`src/dram_cfg_pkg.sv`:
```
// Overview of operation
// Mode bit A3 picks sequential or interleaved.
// Bits A0-A1 pick chop, burst or per-command.
// Per-command mode drives chop select with command.
// Sequential reads rotate within the starting half.
// Interleaved beat i reads column start XOR i.
// Chopped reads float outputs for last four slots.
// Writes use fixed order; chop uses bit two.
// Fixed chop pulls write recovery two clocks in.
// CAS read latency whole clocks; total adds latency.
// Controller keeps test mode bit A7 at zero.
// DLL reset bit clears itself after reset.
// After DLL reset wait lock time, CKE high.
// Program write recovery at least ceiling minimum.
// Power-down DLL bit selects slow or fast exit.
// Second register written with bank select 0 high.
// Reserved mode fields always written as zero.
// Device stops DLL across self-refresh automatically.
// Write leveling without output off limits termination.
// Termination used during writes limited to three.
// DLL off disables termination pin and setting.
// Driver impedance from bits A1 and A5.
// Writes need DLL only with write termination.
// Output disable bit disconnects data and strobes.
// First register written with all banks low.
// Mode fields hold until rewritten by command.
package dram_cfg_pkg;

  localparam int unsigned CLK_PERIOD_NS = 100;

  // Software register offsets
  localparam logic [4:0] OFS_MR0_REQ = 5'h00;
  localparam logic [4:0] OFS_MR1_REQ = 5'h04;
  localparam logic [4:0] OFS_CMD     = 5'h08;
  localparam logic [4:0] OFS_STATUS  = 5'h0C;
  localparam logic [4:0] OFS_MR0_SET = 5'h10;
  localparam logic [4:0] OFS_MR1_SET = 5'h14;

  // Command register fields and operations
  localparam int unsigned CMD_COL_LSB  = 3;
  localparam int unsigned CMD_CHOP_BIT = 6;
  localparam logic [2:0] OP_MRS0     = 3'h1;
  localparam logic [2:0] OP_MRS1     = 3'h2;
  localparam logic [2:0] OP_READ     = 3'h3;
  localparam logic [2:0] OP_WRITE    = 3'h4;
  localparam logic [2:0] OP_PD_ENTER = 3'h5;
  localparam logic [2:0] OP_PD_EXIT  = 3'h6;

  // Status bits, reject and illegal are write-one-to-clear
  localparam int unsigned STS_BUSY_BIT    = 0;
  localparam int unsigned STS_DLLWAIT_BIT = 1;
  localparam int unsigned STS_PD_BIT      = 2;
  localparam int unsigned STS_REJECT_BIT  = 3;
  localparam int unsigned STS_ILLEGAL_BIT = 4;
  localparam int unsigned STS_DLLOFF_BIT  = 5;

  // Mode word fields
  localparam int unsigned MR0_WR_LSB      = 9;
  localparam int unsigned MR0_PPD_BIT     = 12;
  localparam int unsigned MR1_DLLOFF_BIT  = 0;
  localparam int unsigned MR1_LEVEL_BIT   = 7;
  localparam int unsigned MR1_QOFF_BIT    = 12;
  localparam logic [12:0] MR0_TEST_MASK   = 13'h0080;
  localparam logic [12:0] MR0_DLLRST_MASK = 13'h0100;
  localparam logic [12:0] MR1_RSVD_MASK   = 13'h0500;
  localparam logic [12:0] MR1_RTT_MASK    = 13'h0244;
  localparam logic [1:0]  BL_FIXED8 = 2'h0;
  localparam logic [1:0]  BL_OTF    = 2'h1;
  localparam logic [1:0]  BL_FIXED4 = 2'h2;
  localparam logic [2:0]  RTT_OFF   = 3'h0;
  localparam logic [2:0]  RTT_DIV4  = 3'h1;
  localparam logic [2:0]  RTT_DIV2  = 3'h2;
  localparam logic [2:0]  RTT_DIV6  = 3'h3;

  // Pin encodings {cs_n, ras_n, cas_n, we_n}
  localparam logic [2:0] BA_MR0    = 3'h0;
  localparam logic [2:0] BA_MR1    = 3'h1;
  localparam logic [3:0] PIN_DES   = 4'hF;
  localparam logic [3:0] PIN_MRS   = 4'h0;
  localparam logic [3:0] PIN_READ  = 4'h5;
  localparam logic [3:0] PIN_WRITE = 4'h4;
  localparam logic       CKE_RESET = 1'b1;

  // Timing
  localparam int unsigned MOD_CYC       = 12;
  localparam int unsigned DLL_LOCK_CYC  = 512;
  localparam int unsigned BURST_CYC     = 4;
  localparam int unsigned READ_GAP_CYC  = 4;
  localparam int unsigned PULL_IN_CYC   = 2;
  localparam int unsigned SLOW_EXIT_NS  = 24;
  localparam int unsigned FAST_EXIT_NS  = 6;
  localparam int unsigned WR_TIME_NS    = 15;
  localparam int unsigned SLOW_EXIT_CYC =
    (SLOW_EXIT_NS + CLK_PERIOD_NS - 1) / CLK_PERIOD_NS;
  localparam int unsigned FAST_EXIT_CYC =
    (FAST_EXIT_NS + CLK_PERIOD_NS - 1) / CLK_PERIOD_NS;
  localparam int unsigned WR_MIN_CYC    =
    (WR_TIME_NS + CLK_PERIOD_NS - 1) / CLK_PERIOD_NS;

  // Write recovery code to clock cycles
  function automatic logic [4:0] wr_cycles(input logic [2:0] code);
    case (code)
      3'h1: wr_cycles = 5'h05;
      3'h2: wr_cycles = 5'h06;
      3'h3: wr_cycles = 5'h07;
      3'h4: wr_cycles = 5'h08;
      3'h5: wr_cycles = 5'h0A;
      3'h6: wr_cycles = 5'h0C;
      3'h7: wr_cycles = 5'h0E;
      default: wr_cycles = 5'h10;
    endcase
  endfunction

  // Nominal termination code {A9, A6, A2}
  function automatic logic [2:0] rtt_code(input logic [12:0] w);
    rtt_code = {w[9], w[6], w[2]};
  endfunction

endpackage

```
`src/dram_mode_ctrl.sv`:
```
`timescale 1ns/10ps
module dram_mode_ctrl
  import dram_cfg_pkg::*;
#(
  parameter int unsigned TW = 10
) (
  // Clock and reset
  input  wire logic        I_MCLK,
  input  wire logic        I_RESET_N,
  // Software register port
  input  wire logic [4:0]  I_ADDR,
  input  wire logic [31:0] I_WDATA,
  input  wire logic        I_WR,
  input  wire logic        I_RD,
  output logic      [31:0] O_RDATA,
  // DRAM command and address pins
  output logic             O_CKE,
  output logic             O_CS_N,
  output logic             O_RAS_N,
  output logic             O_CAS_N,
  output logic             O_WE_N,
  output logic      [2:0]  O_BA,
  output logic      [12:0] O_ADDR,
  output logic             O_ODT
);
  import dram_cfg_pkg::*;

  typedef enum logic [1:0] {
    ST_IDLE,
    ST_WAIT,
    ST_DLL_WAIT,
    ST_PD
  } state_t;

  typedef enum logic [2:0] {
    REG_NONE,
    REG_MR0_REQ,
    REG_MR1_REQ,
    REG_CMD,
    REG_STATUS,
    REG_MR0_SET,
    REG_MR1_SET
  } reg_t;

  typedef struct packed {
    state_t      state;
    logic [12:0] mr0_req;
    logic [12:0] mr1_req;
    logic [12:0] mr0_set;
    logic [12:0] mr1_set;
    logic [3:0]  pins;
    logic [2:0]  ba;
    logic [12:0] addr;
    logic        cke;
    logic        odt;
    logic [31:0] rdata;
    logic        reject;
    logic        illegal;
  } ctl_t;

  localparam ctl_t CTL_RESET = '{
    state:   ST_IDLE,
    pins:    PIN_DES,
    cke:     CKE_RESET,
    default: '0
  };

  if (TW < 2 || TW > 16 || DLL_LOCK_CYC >= (1 << TW)) begin : g_chk
    $error("dram_mode_ctrl timer width too small");
  end

  // Every other wait must fit the timer as well
  if (MOD_CYC >= (1 << TW) || READ_GAP_CYC >= (1 << TW) ||
      SLOW_EXIT_CYC >= (1 << TW) || FAST_EXIT_CYC >= (1 << TW) ||
      BURST_CYC + 16 >= (1 << TW)) begin : g_wait_chk
    $error("dram_mode_ctrl wait longer than timer");
  end

  // Byte address to register, unmapped gives none
  function automatic reg_t reg_decode(input logic [4:0] a);
    if (a == OFS_MR0_REQ) begin
      reg_decode = REG_MR0_REQ;
    end else if (a == OFS_MR1_REQ) begin
      reg_decode = REG_MR1_REQ;
    end else if (a == OFS_CMD) begin
      reg_decode = REG_CMD;
    end else if (a == OFS_STATUS) begin
      reg_decode = REG_STATUS;
    end else if (a == OFS_MR0_SET) begin
      reg_decode = REG_MR0_SET;
    end else if (a == OFS_MR1_SET) begin
      reg_decode = REG_MR1_SET;
    end else begin
      reg_decode = REG_NONE;
    end
  endfunction

  // Power-down exit wait, slow exit when the DLL was frozen; both round to one clock
  function automatic logic [TW-1:0] exit_wait(input logic dll_kept);
    if (dll_kept) begin
      exit_wait = TW'(FAST_EXIT_CYC);
    end else begin
      exit_wait = TW'(SLOW_EXIT_CYC);
    end
  endfunction

  ctl_t          s_q;
  ctl_t          s_d;
  logic          tmr_load;
  logic [TW-1:0] tmr_count;
  logic          tmr_done;
  logic [12:0]   mr0_word;
  logic [12:0]   mr1_word;
  logic          mr0_ok;
  logic          mr1_ok;
  logic          cmd_take;
  logic [2:0]    op;
  logic [2:0]    col;
  logic          chop;
  logic          clr_reject;
  logic          clr_illegal;
  logic          set_reject;
  logic          set_illegal;
  logic          odt_wanted;
  logic [5:0]    status;
  logic [5:0]    write_gap;
  logic [12:0]   rw_addr;
  reg_t          sel;

  mode_word_check u_check (
    .i_mr0_req  (s_q.mr0_req),
    .i_mr1_req  (s_q.mr1_req),
    .o_mr0_word (mr0_word),
    .o_mr1_word (mr1_word),
    .o_mr0_ok   (mr0_ok),
    .o_mr1_ok   (mr1_ok)
  );

  wait_timer #(
    .W (TW)
  ) u_timer (
    .i_clk   (I_MCLK),
    .i_rst_n (I_RESET_N),
    .i_load  (tmr_load),
    .i_count (tmr_count),
    .o_done  (tmr_done)
  );

  always_comb begin
    s_d         = s_q;
    tmr_load    = 1'b0;
    tmr_count   = '0;
    set_reject  = 1'b0;
    set_illegal = 1'b0;

    // Software port decode
    // Register that the address selects
    sel         = reg_decode(I_ADDR);
    cmd_take    = I_WR && (sel == REG_CMD);
    op          = I_WDATA[2:0];
    col         = I_WDATA[CMD_COL_LSB +: 3];
    chop        = I_WDATA[CMD_CHOP_BIT];
    clr_reject  = I_WR && (sel == REG_STATUS) &&
                  I_WDATA[STS_REJECT_BIT];
    clr_illegal = I_WR && (sel == REG_STATUS) &&
                  I_WDATA[STS_ILLEGAL_BIT];
    if (I_WR) begin
      if (sel == REG_MR0_REQ) begin
        s_d.mr0_req = I_WDATA[12:0];
      end else if (sel == REG_MR1_REQ) begin
        s_d.mr1_req = I_WDATA[12:0];
      end
    end

    // Termination only with the DLL on and a nonzero setting
    odt_wanted = (rtt_code(s_q.mr1_set) != RTT_OFF) &&
                 !s_q.mr1_set[MR1_DLLOFF_BIT];

    // Column address, chop select on A12 when chosen per command
    rw_addr      = '0;
    rw_addr[2:0] = col;
    if (s_q.mr0_set[1:0] == BL_OTF) begin
      rw_addr[12] = ~chop;
    end else begin
      rw_addr[12] = 1'b1;
    end

    // Fixed chop starts write recovery two clocks sooner
    write_gap = 6'(BURST_CYC) +
                6'(wr_cycles(s_q.mr0_set[MR0_WR_LSB +: 3]));
    if (s_q.mr0_set[1:0] == BL_FIXED4) begin
      write_gap = write_gap - 6'(PULL_IN_CYC);
    end

    // Pins return to deselect unless a command goes out
    s_d.pins = PIN_DES;
    s_d.ba   = '0;
    s_d.addr = '0;

    case (s_q.state)
      ST_IDLE: begin
        if (cmd_take) begin
          case (op)
            OP_MRS0: begin
              if (mr0_ok) begin
                s_d.pins  = PIN_MRS;
                s_d.ba    = BA_MR0;
                s_d.addr  = mr0_word;
                // Record mirrors the self-clearing reset bit
                s_d.mr0_set = mr0_word & ~MR0_DLLRST_MASK;
                tmr_load  = 1'b1;
                if ((mr0_word & MR0_DLLRST_MASK) != '0) begin
                  tmr_count = TW'(DLL_LOCK_CYC);
                  s_d.state = ST_DLL_WAIT;
                end else begin
                  tmr_count = TW'(MOD_CYC);
                  s_d.state = ST_WAIT;
                end
              end else begin
                set_illegal = 1'b1;
              end
            end
            OP_MRS1: begin
              if (mr1_ok) begin
                s_d.pins    = PIN_MRS;
                s_d.ba      = BA_MR1;
                s_d.addr    = mr1_word;
                s_d.mr1_set = mr1_word;
                tmr_load    = 1'b1;
                tmr_count   = TW'(MOD_CYC);
                s_d.state   = ST_WAIT;
              end else begin
                set_illegal = 1'b1;
              end
            end
            OP_READ: begin
              s_d.pins  = PIN_READ;
              s_d.addr  = rw_addr;
              tmr_load  = 1'b1;
              tmr_count = TW'(READ_GAP_CYC);
              s_d.state = ST_WAIT;
            end
            OP_WRITE: begin
              s_d.pins  = PIN_WRITE;
              s_d.addr  = rw_addr;
              s_d.odt   = odt_wanted;
              tmr_load  = 1'b1;
              tmr_count = TW'(write_gap);
              s_d.state = ST_WAIT;
            end
            OP_PD_ENTER: begin
              s_d.cke   = 1'b0;
              s_d.state = ST_PD;
            end
            default: begin
              set_reject = 1'b1;
            end
          endcase
        end
      end
      ST_WAIT: begin
        if (cmd_take) begin
          set_reject = 1'b1;
        end
        if (tmr_done) begin
          s_d.odt   = 1'b0;
          s_d.state = ST_IDLE;
        end
      end
      ST_DLL_WAIT: begin
        // CKE stays high and nothing is issued until lock
        s_d.cke = 1'b1;
        if (cmd_take) begin
          set_reject = 1'b1;
        end
        if (tmr_done) begin
          s_d.state = ST_IDLE;
        end
      end
      ST_PD: begin
        if (cmd_take) begin
          if (op == OP_PD_EXIT) begin
            s_d.cke   = 1'b1;
            tmr_load  = 1'b1;
            tmr_count = exit_wait(s_q.mr0_set[MR0_PPD_BIT]);
            s_d.state = ST_WAIT;
          end else begin
            set_reject = 1'b1;
          end
        end
      end
      default: begin
        s_d.state = ST_IDLE;
      end
    endcase

    // Sticky flags, a new event wins over a clear
    s_d.reject  = (s_q.reject & ~clr_reject) | set_reject;
    s_d.illegal = (s_q.illegal & ~clr_illegal) | set_illegal;

    // Status view
    status                  = '0;
    status[STS_BUSY_BIT]    = (s_q.state != ST_IDLE);
    status[STS_DLLWAIT_BIT] = (s_q.state == ST_DLL_WAIT);
    status[STS_PD_BIT]      = (s_q.state == ST_PD);
    status[STS_REJECT_BIT]  = s_q.reject;
    status[STS_ILLEGAL_BIT] = s_q.illegal;
    status[STS_DLLOFF_BIT]  = s_q.mr1_set[MR1_DLLOFF_BIT];

    // Read data one cycle after the strobe, zero otherwise
    s_d.rdata = '0;
    if (I_RD) begin
      if (sel == REG_MR0_REQ) begin
        s_d.rdata = {19'h0_0000, s_q.mr0_req};
      end else if (sel == REG_MR1_REQ) begin
        s_d.rdata = {19'h0_0000, s_q.mr1_req};
      end else if (sel == REG_STATUS) begin
        s_d.rdata = {26'h000_0000, status};
      end else if (sel == REG_MR0_SET) begin
        s_d.rdata = {19'h0_0000, s_q.mr0_set};
      end else if (sel == REG_MR1_SET) begin
        s_d.rdata = {19'h0_0000, s_q.mr1_set};
      end
    end
  end

  always_ff @(posedge I_MCLK) begin
    if (!I_RESET_N) begin
      s_q <= CTL_RESET;
    end else begin
      s_q <= s_d;
    end
  end

  // Pin and data outputs straight from flip-flops
  assign O_RDATA = s_q.rdata;
  assign O_CKE   = s_q.cke;
  assign O_CS_N  = s_q.pins[3];
  assign O_RAS_N = s_q.pins[2];
  assign O_CAS_N = s_q.pins[1];
  assign O_WE_N  = s_q.pins[0];
  assign O_BA    = s_q.ba;
  assign O_ADDR  = s_q.addr;
  assign O_ODT   = s_q.odt;
endmodule

```
`src/mode_word_check.sv`:
```
`timescale 1ns/10ps
module mode_word_check (
  // Requested words
  input  wire logic [12:0] i_mr0_req,
  input  wire logic [12:0] i_mr1_req,
  // Words to send and legality
  output logic      [12:0] o_mr0_word,
  output logic      [12:0] o_mr1_word,
  output logic             o_mr0_ok,
  output logic             o_mr1_ok
);
  import dram_cfg_pkg::*;

  logic [2:0] rtt;
  logic       dll_off;
  logic       lvl_qoff;

  always_comb begin
    // Test mode never reaches the device
    o_mr0_word = i_mr0_req & ~MR0_TEST_MASK;
    o_mr0_ok   = wr_cycles(i_mr0_req[MR0_WR_LSB +: 3])
                 >= 5'(WR_MIN_CYC);
    dll_off    = i_mr1_req[MR1_DLLOFF_BIT];
    lvl_qoff   = i_mr1_req[MR1_LEVEL_BIT] & i_mr1_req[MR1_QOFF_BIT];
    o_mr1_word = i_mr1_req & ~MR1_RSVD_MASK;
    if (dll_off) begin
      o_mr1_word = o_mr1_word & ~MR1_RTT_MASK;
    end
    rtt        = rtt_code(o_mr1_word);
    // Only three strengths unless leveling with outputs off
    o_mr1_ok   = (rtt == RTT_OFF) || (rtt == RTT_DIV2) ||
                 (rtt == RTT_DIV4) || (rtt == RTT_DIV6) ||
                 lvl_qoff;
  end
endmodule

```
`src/wait_timer.sv`:
```
`timescale 1ns/10ps
module wait_timer #(
  parameter int unsigned W = 10
) (
  // Clock and reset
  input  wire logic         i_clk,
  input  wire logic         i_rst_n,
  // Load and status
  input  wire logic         i_load,
  input  wire logic [W-1:0] i_count,
  output logic              o_done
);
  typedef struct packed {
    logic [W-1:0] cnt;
  } tmr_t;

  tmr_t s_q;
  tmr_t s_d;

  if (W < 2 || W > 16) begin : g_chk
    $error("wait_timer width out of range");
  end

  always_comb begin
    s_d = s_q;
    if (i_load) begin
      s_d.cnt = i_count;
    end else if (s_q.cnt != '0) begin
      s_d.cnt = s_q.cnt - W'(1);
    end
  end

  always_ff @(posedge i_clk) begin
    if (!i_rst_n) begin
      s_q <= '0;
    end else begin
      s_q <= s_d;
    end
  end

  assign o_done = (s_q.cnt == '0);
endmodule
```
`config.mk`:
```
export PLATFORM = sky130hd
export DESIGN_NAME = dram_mode_ctrl
export DESIGN_NICKNAME = d
export VERILOG_FILES = /design/src/dram_cfg_pkg.sv /design/src/dram_mode_ctrl.sv /design/src/mode_word_check.sv /design/src/wait_timer.sv
export SDC_FILE = /design/constraint.sdc
export NUM_CORES = 1
export LEC_CHECK = 0
export ABC_AREA = 1
export BUFFER_PORTS_ARGS = -buffer_cell sky130_fd_sc_hd__buf_4
export CORE_MARGIN = 1
export CORE_UTILIZATION = 50
export CTS_CLUSTER_SIZE = 25
export DETAILED_ROUTE_END_ITERATION = 10
export PLACE_DENSITY = 0.83
export SETUP_SLACK_MARGIN = 0.5
export SLEW_MARGIN = 20
export SYNTH_ARGS = -nofsm -noshare
export SYNTH_HDL_FRONTEND = slang
export SYNTH_HIERARCHICAL = 1
export SYNTH_SLANG_ARGS = --single-unit
```
`constraint.sdc`:
```
create_clock -name I_MCLK -period 4.2 [get_ports I_MCLK]
set_clock_uncertainty 0.15 [all_clocks]
set_input_delay 1.26 -clock I_MCLK [delete_from_list [all_inputs] [get_ports I_MCLK]]
set_output_delay 1.26 -clock I_MCLK [all_outputs]
set_load 0.005 [all_outputs]
```
# == Yosys cells after proc, flatten, opt, wreduce, memory -nomap -nowiden ==
# Index checks and enable logic that the tools add are counted.
# op_classes
bitwise,11
n_addsub,3
n_reduce_logical,33
n_eq_ne,49
shifts,0
multipliers,0
div_mod_pow,0
muxes,66
n_lt_le_gt_ge,1
# ops
cell,n
5-bit one-hot mux with 7 select lines,2
13-bit two-way mux,5
10-bit two-way mux,6
3-bit == test (second input constant),14
10-bit one-hot mux with 4 select lines,1
13-bit one-hot mux with 3 select lines,1
33-bit two-way mux,1
3-bit by 2-bit == test with 1-bit output (second input constant),10
1-bit two-way mux,22
20-bit two-way mux,1
10-bit one-hot mux with 2 select lines,1
3-bit two-way mux,6
2-bit two-way mux,8
4-bit one-hot mux with 4 select lines,1
3-bit by 1-bit == test with 1-bit output (second input constant),5
4-bit AND reduction,3
5-bit by 4-bit == test with 1-bit output (second input constant),2
5-bit == test (second input constant),2
10-bit zero test,1
10-bit nonzero test,1
10-bit by 1-bit subtractor with 10-bit output (second input constant),1
1-bit one-hot mux with 3 select lines,3
2-bit by 1-bit inequality test with 1-bit output (second input constant),4
2-bit one-hot mux with 4 select lines,1
other kinds (32),61
# totals
out_inout_bits,54
reg_bits,118
latch_bits,0
n_memories,0
word_cells,178
mem_bits_rw,0
rom_bits,0

# == Logic depth before layout (Yosys ltp) ==
# logic_depth
ltp_word,13
depth_mapped,14

# == Modules after synthesis ==
# Netlist, hierarchy kept.
# modules_own_cells
mod,instances,cells_per_inst,area_per_inst_um2,seq_area_each_um2
dram_mode_ctrl,1,590,4312.9,1741.7
wait_timer,1,111,670.6,200.2
mode_word_check,1,35,227.7,0.0

# == Least setup slack after synthesis ==
# Ideal clock, no wire load.
# synth_timing
path_kind,input -> register
startpoint,input port I_ADDR[2]
endpoint,register u_timer/s_q[0] in the netlist's numbering
required_time_ps,3933
arrival_time_ps,2856
stages,13
n_path_buf,1
slack_ps,1077
cell_sequence,inv_1 > nand2_1 > nor2_2 > nand2_2 > nor2_8 > nand2_1 > inv_1 > nand2_1 > o21ai_0 > clkbuf_1 > o21ai_0 > nand2_1 > a21oi_1
# synth_between
elab_chain_len,12
elab_cells_between_ends,22
# synth_rtl
element,line_no,text
from (decl),dram_mode_ctrl.sv:11,"input wire logic [4:0] I_ADDR,"
5-bit == test,dram_mode_ctrl.sv:91,end else if (a == OFS_MR1_SET) begin
3-bit two-way mux,dram_mode_ctrl.sv:91,
3-bit two-way mux,dram_mode_ctrl.sv:89,end else if (a == OFS_MR0_SET) begin
3-bit two-way mux,dram_mode_ctrl.sv:87,end else if (a == OFS_STATUS) begin
3-bit two-way mux,dram_mode_ctrl.sv:85,end else if (a == OFS_CMD) begin
3-bit two-way mux,dram_mode_ctrl.sv:83,end else if (a == OFS_MR1_REQ) begin
3-bit two-way mux *,dram_mode_ctrl.sv:81,if (a == OFS_MR0_REQ) begin
3-bit by 2-bit == test with 1-bit output *,dram_mode_ctrl.sv:159,cmd_take = I_WR && (sel == REG_CMD);
1-bit logical AND *,dram_mode_ctrl.sv:159,
"1-bit two-way mux, on equally long branches","dram_mode_ctrl.sv:281, dram_mode_ctrl.sv:202",
1-bit one-hot mux with 2 select lines *,dram_mode_ctrl.sv:200,case (s_q.state)
named net tmr_load,dram_mode_ctrl.sv:109,logic tmr_load;
10-bit two-way mux / 2-bit nonzero test (equally long branches),n/a,
to (signal assigned),wait_timer.sv:35,s_q <= '0;
to (signal assigned),wait_timer.sv:37,s_q <= s_d;
to (decl),wait_timer.sv:17,tmr_t s_q;
# Mark *: on every way through the listed nets, which the timed path passes. The rest lies on a longest branch.
# A chain may end at the register's enable or synchronous reset.

# == Worst setup path after layout ==
# layout_timing
startpoint,input port I_ADDR[2]
endpoint,register u_timer/s_q[3] in the netlist's numbering
# Same word-level chain as after synthesis.

==> impl_metrics.tcl <==
set metrics [dict create \
    wl_met3_mm 1.23 \
    synth_simple_gate_area_share_pct 27.1 \
    final_common_cell "nand2_1" \
    grt_pass1_wl_mm 20.3 \
    insertion_delay_ns 0.39 \
    placed_area_um2 5240 \
    fin_crit_ns 3.04 \
    clockBufferDepth 2 \
    post_drt_wl_per_cell_um 14.3 \
    cts_setup_buffers 0 \
    io_pins 95 \
    die_h_um 104 \
    avgViaCountPerCell 5.32 \
    cts_buffers 9 \
    routabilityCongestion 0.901 \
    top_layer_used "met4" \
    syn-cell-area_um2 5210 \
    track_usage_pct 23.7 \
    yosys.area_share.adder_pct 1.68 \
    dp.cells 859 \
    final_core_util_pct 54.7 \
    nets 785 \
    hold_class "flop to flop" \
    antenna_found_initial 0 \
    cp.required_ns 4.36 \
    area_growth_pct 4.47 \
    dr_wl_met2_mm 5.37 \
    crit_path_max_fanout 14 \
    htree_levels 3 \
    synth_flop_cell "dfxtp_1" \
    drive_above_1_share_pct 16.2 \
    hold_violations 0 \
    tns_ns 0 \
    maxCapViolations 0 \
    hold_depth 2 \
    crit_path_start_kind "primary input" \
    setup_viol 0 \
    antenna_cells 0 \
    drt-initial-drc-count 488 \
    synth_top_family_by_area "simple AND/OR/NAND/NOR gates" \
    core_area_um2 9950 \
    syn_avg_cell_area_um2 7.08 \
    power_leakage_uw 0.00250 \
    detail-route-antenna-nets 0 \
    rows 36 \
    slew_headroom_pct 55.1 \
    postLayoutCellArea_um2 5440 \
    cts_tree "built" \
    yosysSeqAreaShare_pct 37.3 \
    cts_resized 0 \
    worstMarginPinSlew_ns 0.673 \
    ys_types 41 \
    cts.hold.buffers_added 0 \
    final_cells 875 \
    synth-edff-count 0 \
    synth.area.mux_share_pct 0 \
    dpl.hpwl_mm 8.72 \
    worstSetupEndpointType "flop" \
    drc 0 \
    portBuffers 54 \
    drt_wl_total_mm 12.5 \
    drv_slew 0 \
    ys_warn_count 6 \
    synth_seq_cells 97 \
    start_util_pct 52.4 \
    grt.overflow.total 0 \
    clkSlewWorstSetupHoldPaths_ns 0.10 \
    die_area_um2 10800 \
    vias 4659 \
    power.density_nw_per_um2 411 \
    reg2reg_slack_ns 1.52 \
    worst_slack_ns 1.16 \
    met1_length_mm 5.59 \
    reg2reg_depth 13 \
    fmax_ghz 0.329 \
    synthCells 736 \
    synth_compound_area_share_pct 15.2 \
    clock-sinks 97 \
    criticalPathCategory "primary input to flop" \
    drtPass1Iterations 6 \
    clock-root-buffer "clkbuf_8" \
    layout_common_cells "nand2_1 (142), dfxtp_1 (97), nor2_1 (91), inv_1 (67), o21ai_0 (60)" \
    peakVddDrop_mv 0.207 \
    place_ws_ns 0.816 \
    die-width_um 104 \
    synth_xor_area_share_pct 0.168 \
    min_period_over_period_pct 72.3 \
    synthArstFlopShare_pct 0 \
    grt_max_degree 61 \
    cp.arrival_ns 3.20 \
    status "completed" \
    grt_setup_unrepaired "false" \
    grt_pass1_vias 4051 \
]
final cells by class:
class | instances | area (µm²)
timing repair buffer | 57 | 428
sequential | 97 | 1940
clock inverter | 7 | 76.3
multi-input combinational | 493 | 2410
tap | 133 | 166
inverter | 79 | 297
fill | 969 | 4510
clock buffer | 9 | 124
cell usage after synthesis, drive strengths merged, types with 3 or more instances:
master,instances,area (µm²)
a21oi,55,279
nor3,4,25.0
nand3,43,253
buf,87,636
dfxtp,97,1940
o21ai,66,334
nand4,3,18.8
a22oi,10,75.1
ha,7,87.6
o211ai,3,22.5
nand2,148,576
conb,3,11.3
a31oi,7,43.8
inv,79,297
nor2,110,527
clkbuf,6,23.8
layer usage:
| layer | global-route usage, % | up-vias |
|---|---|---|
| li1 | - | 2253 |
| met4 | 8.37 | 0 |
| met3 | 5.76 | 29 |
| met1 | 33.9 | 2102 |
| met5 | 0 | - |
| met2 | 34.5 | 275 |
critical path: stages:
cell and delay [ns]:
buf_4 0.12, inv_1 0.06, nand2_1 0.06, nor2_2 0.11, nand2_2 0.15, nor2_8 0.21, nand2_1 0.11, inv_1 0.08
nand2_1 0.08, o21ai_0 0.15, buf_4 0.23, inv_2 0.14, nand3_4 0.14, nand2_1 0.13, a21oi_1 0.17
metrics by stage:
stage / total power (µW) / hold slack (ns)
after floorplan: 1530 / 0.280
after global placement: 1630 / 0.292
after detailed placement: 1640 / 0.294
after CTS: 2240 / 0.310
after global routing: 2400 / 0.333
final: 2240 / 0.305
path summary, 6_finish.rpt:
path,startpoint,to
worst max-delay path,I_ADDR[2],u_timer/s_q[3]
worst min-delay path,O_ODT,O_ODT
worst max register to register,s_q[108],u_timer/s_q[3]
worst min register to register,O_ODT,O_ODT
flip-flops by register name, indices dropped and copies added, names as in the netlist:
signal	cells
s_q	55
O_ADDR	13
O_RDATA	13
u_timer/s_q	10
O_BA	1
O_CAS_N	1
O_CKE	1
O_ODT	1
O_RAS_N	1
O_WE_N	1
logic make-up (layout without fill, tap and decap cells):
group / Yosys count / in the layout
other cells: 3 / 29
compound gates: 146 / 146
fa+ha+maj: 7 / 7
flops: 97 / 97
simple gates: 310 / 310
xor+xnor: 1 / 1
buf+inv: 172 / 152
where the power goes:
group	internal [µW]	total, µW	leakage [µW]	switching, µW
Clock	232	604	0.0000935	372
Sequential	969	1020	0.000784	48.9
Combinational	213	616	0.00162	403
Total	1410	2240	0.00250	824
(Power assumes the default switching activity.)
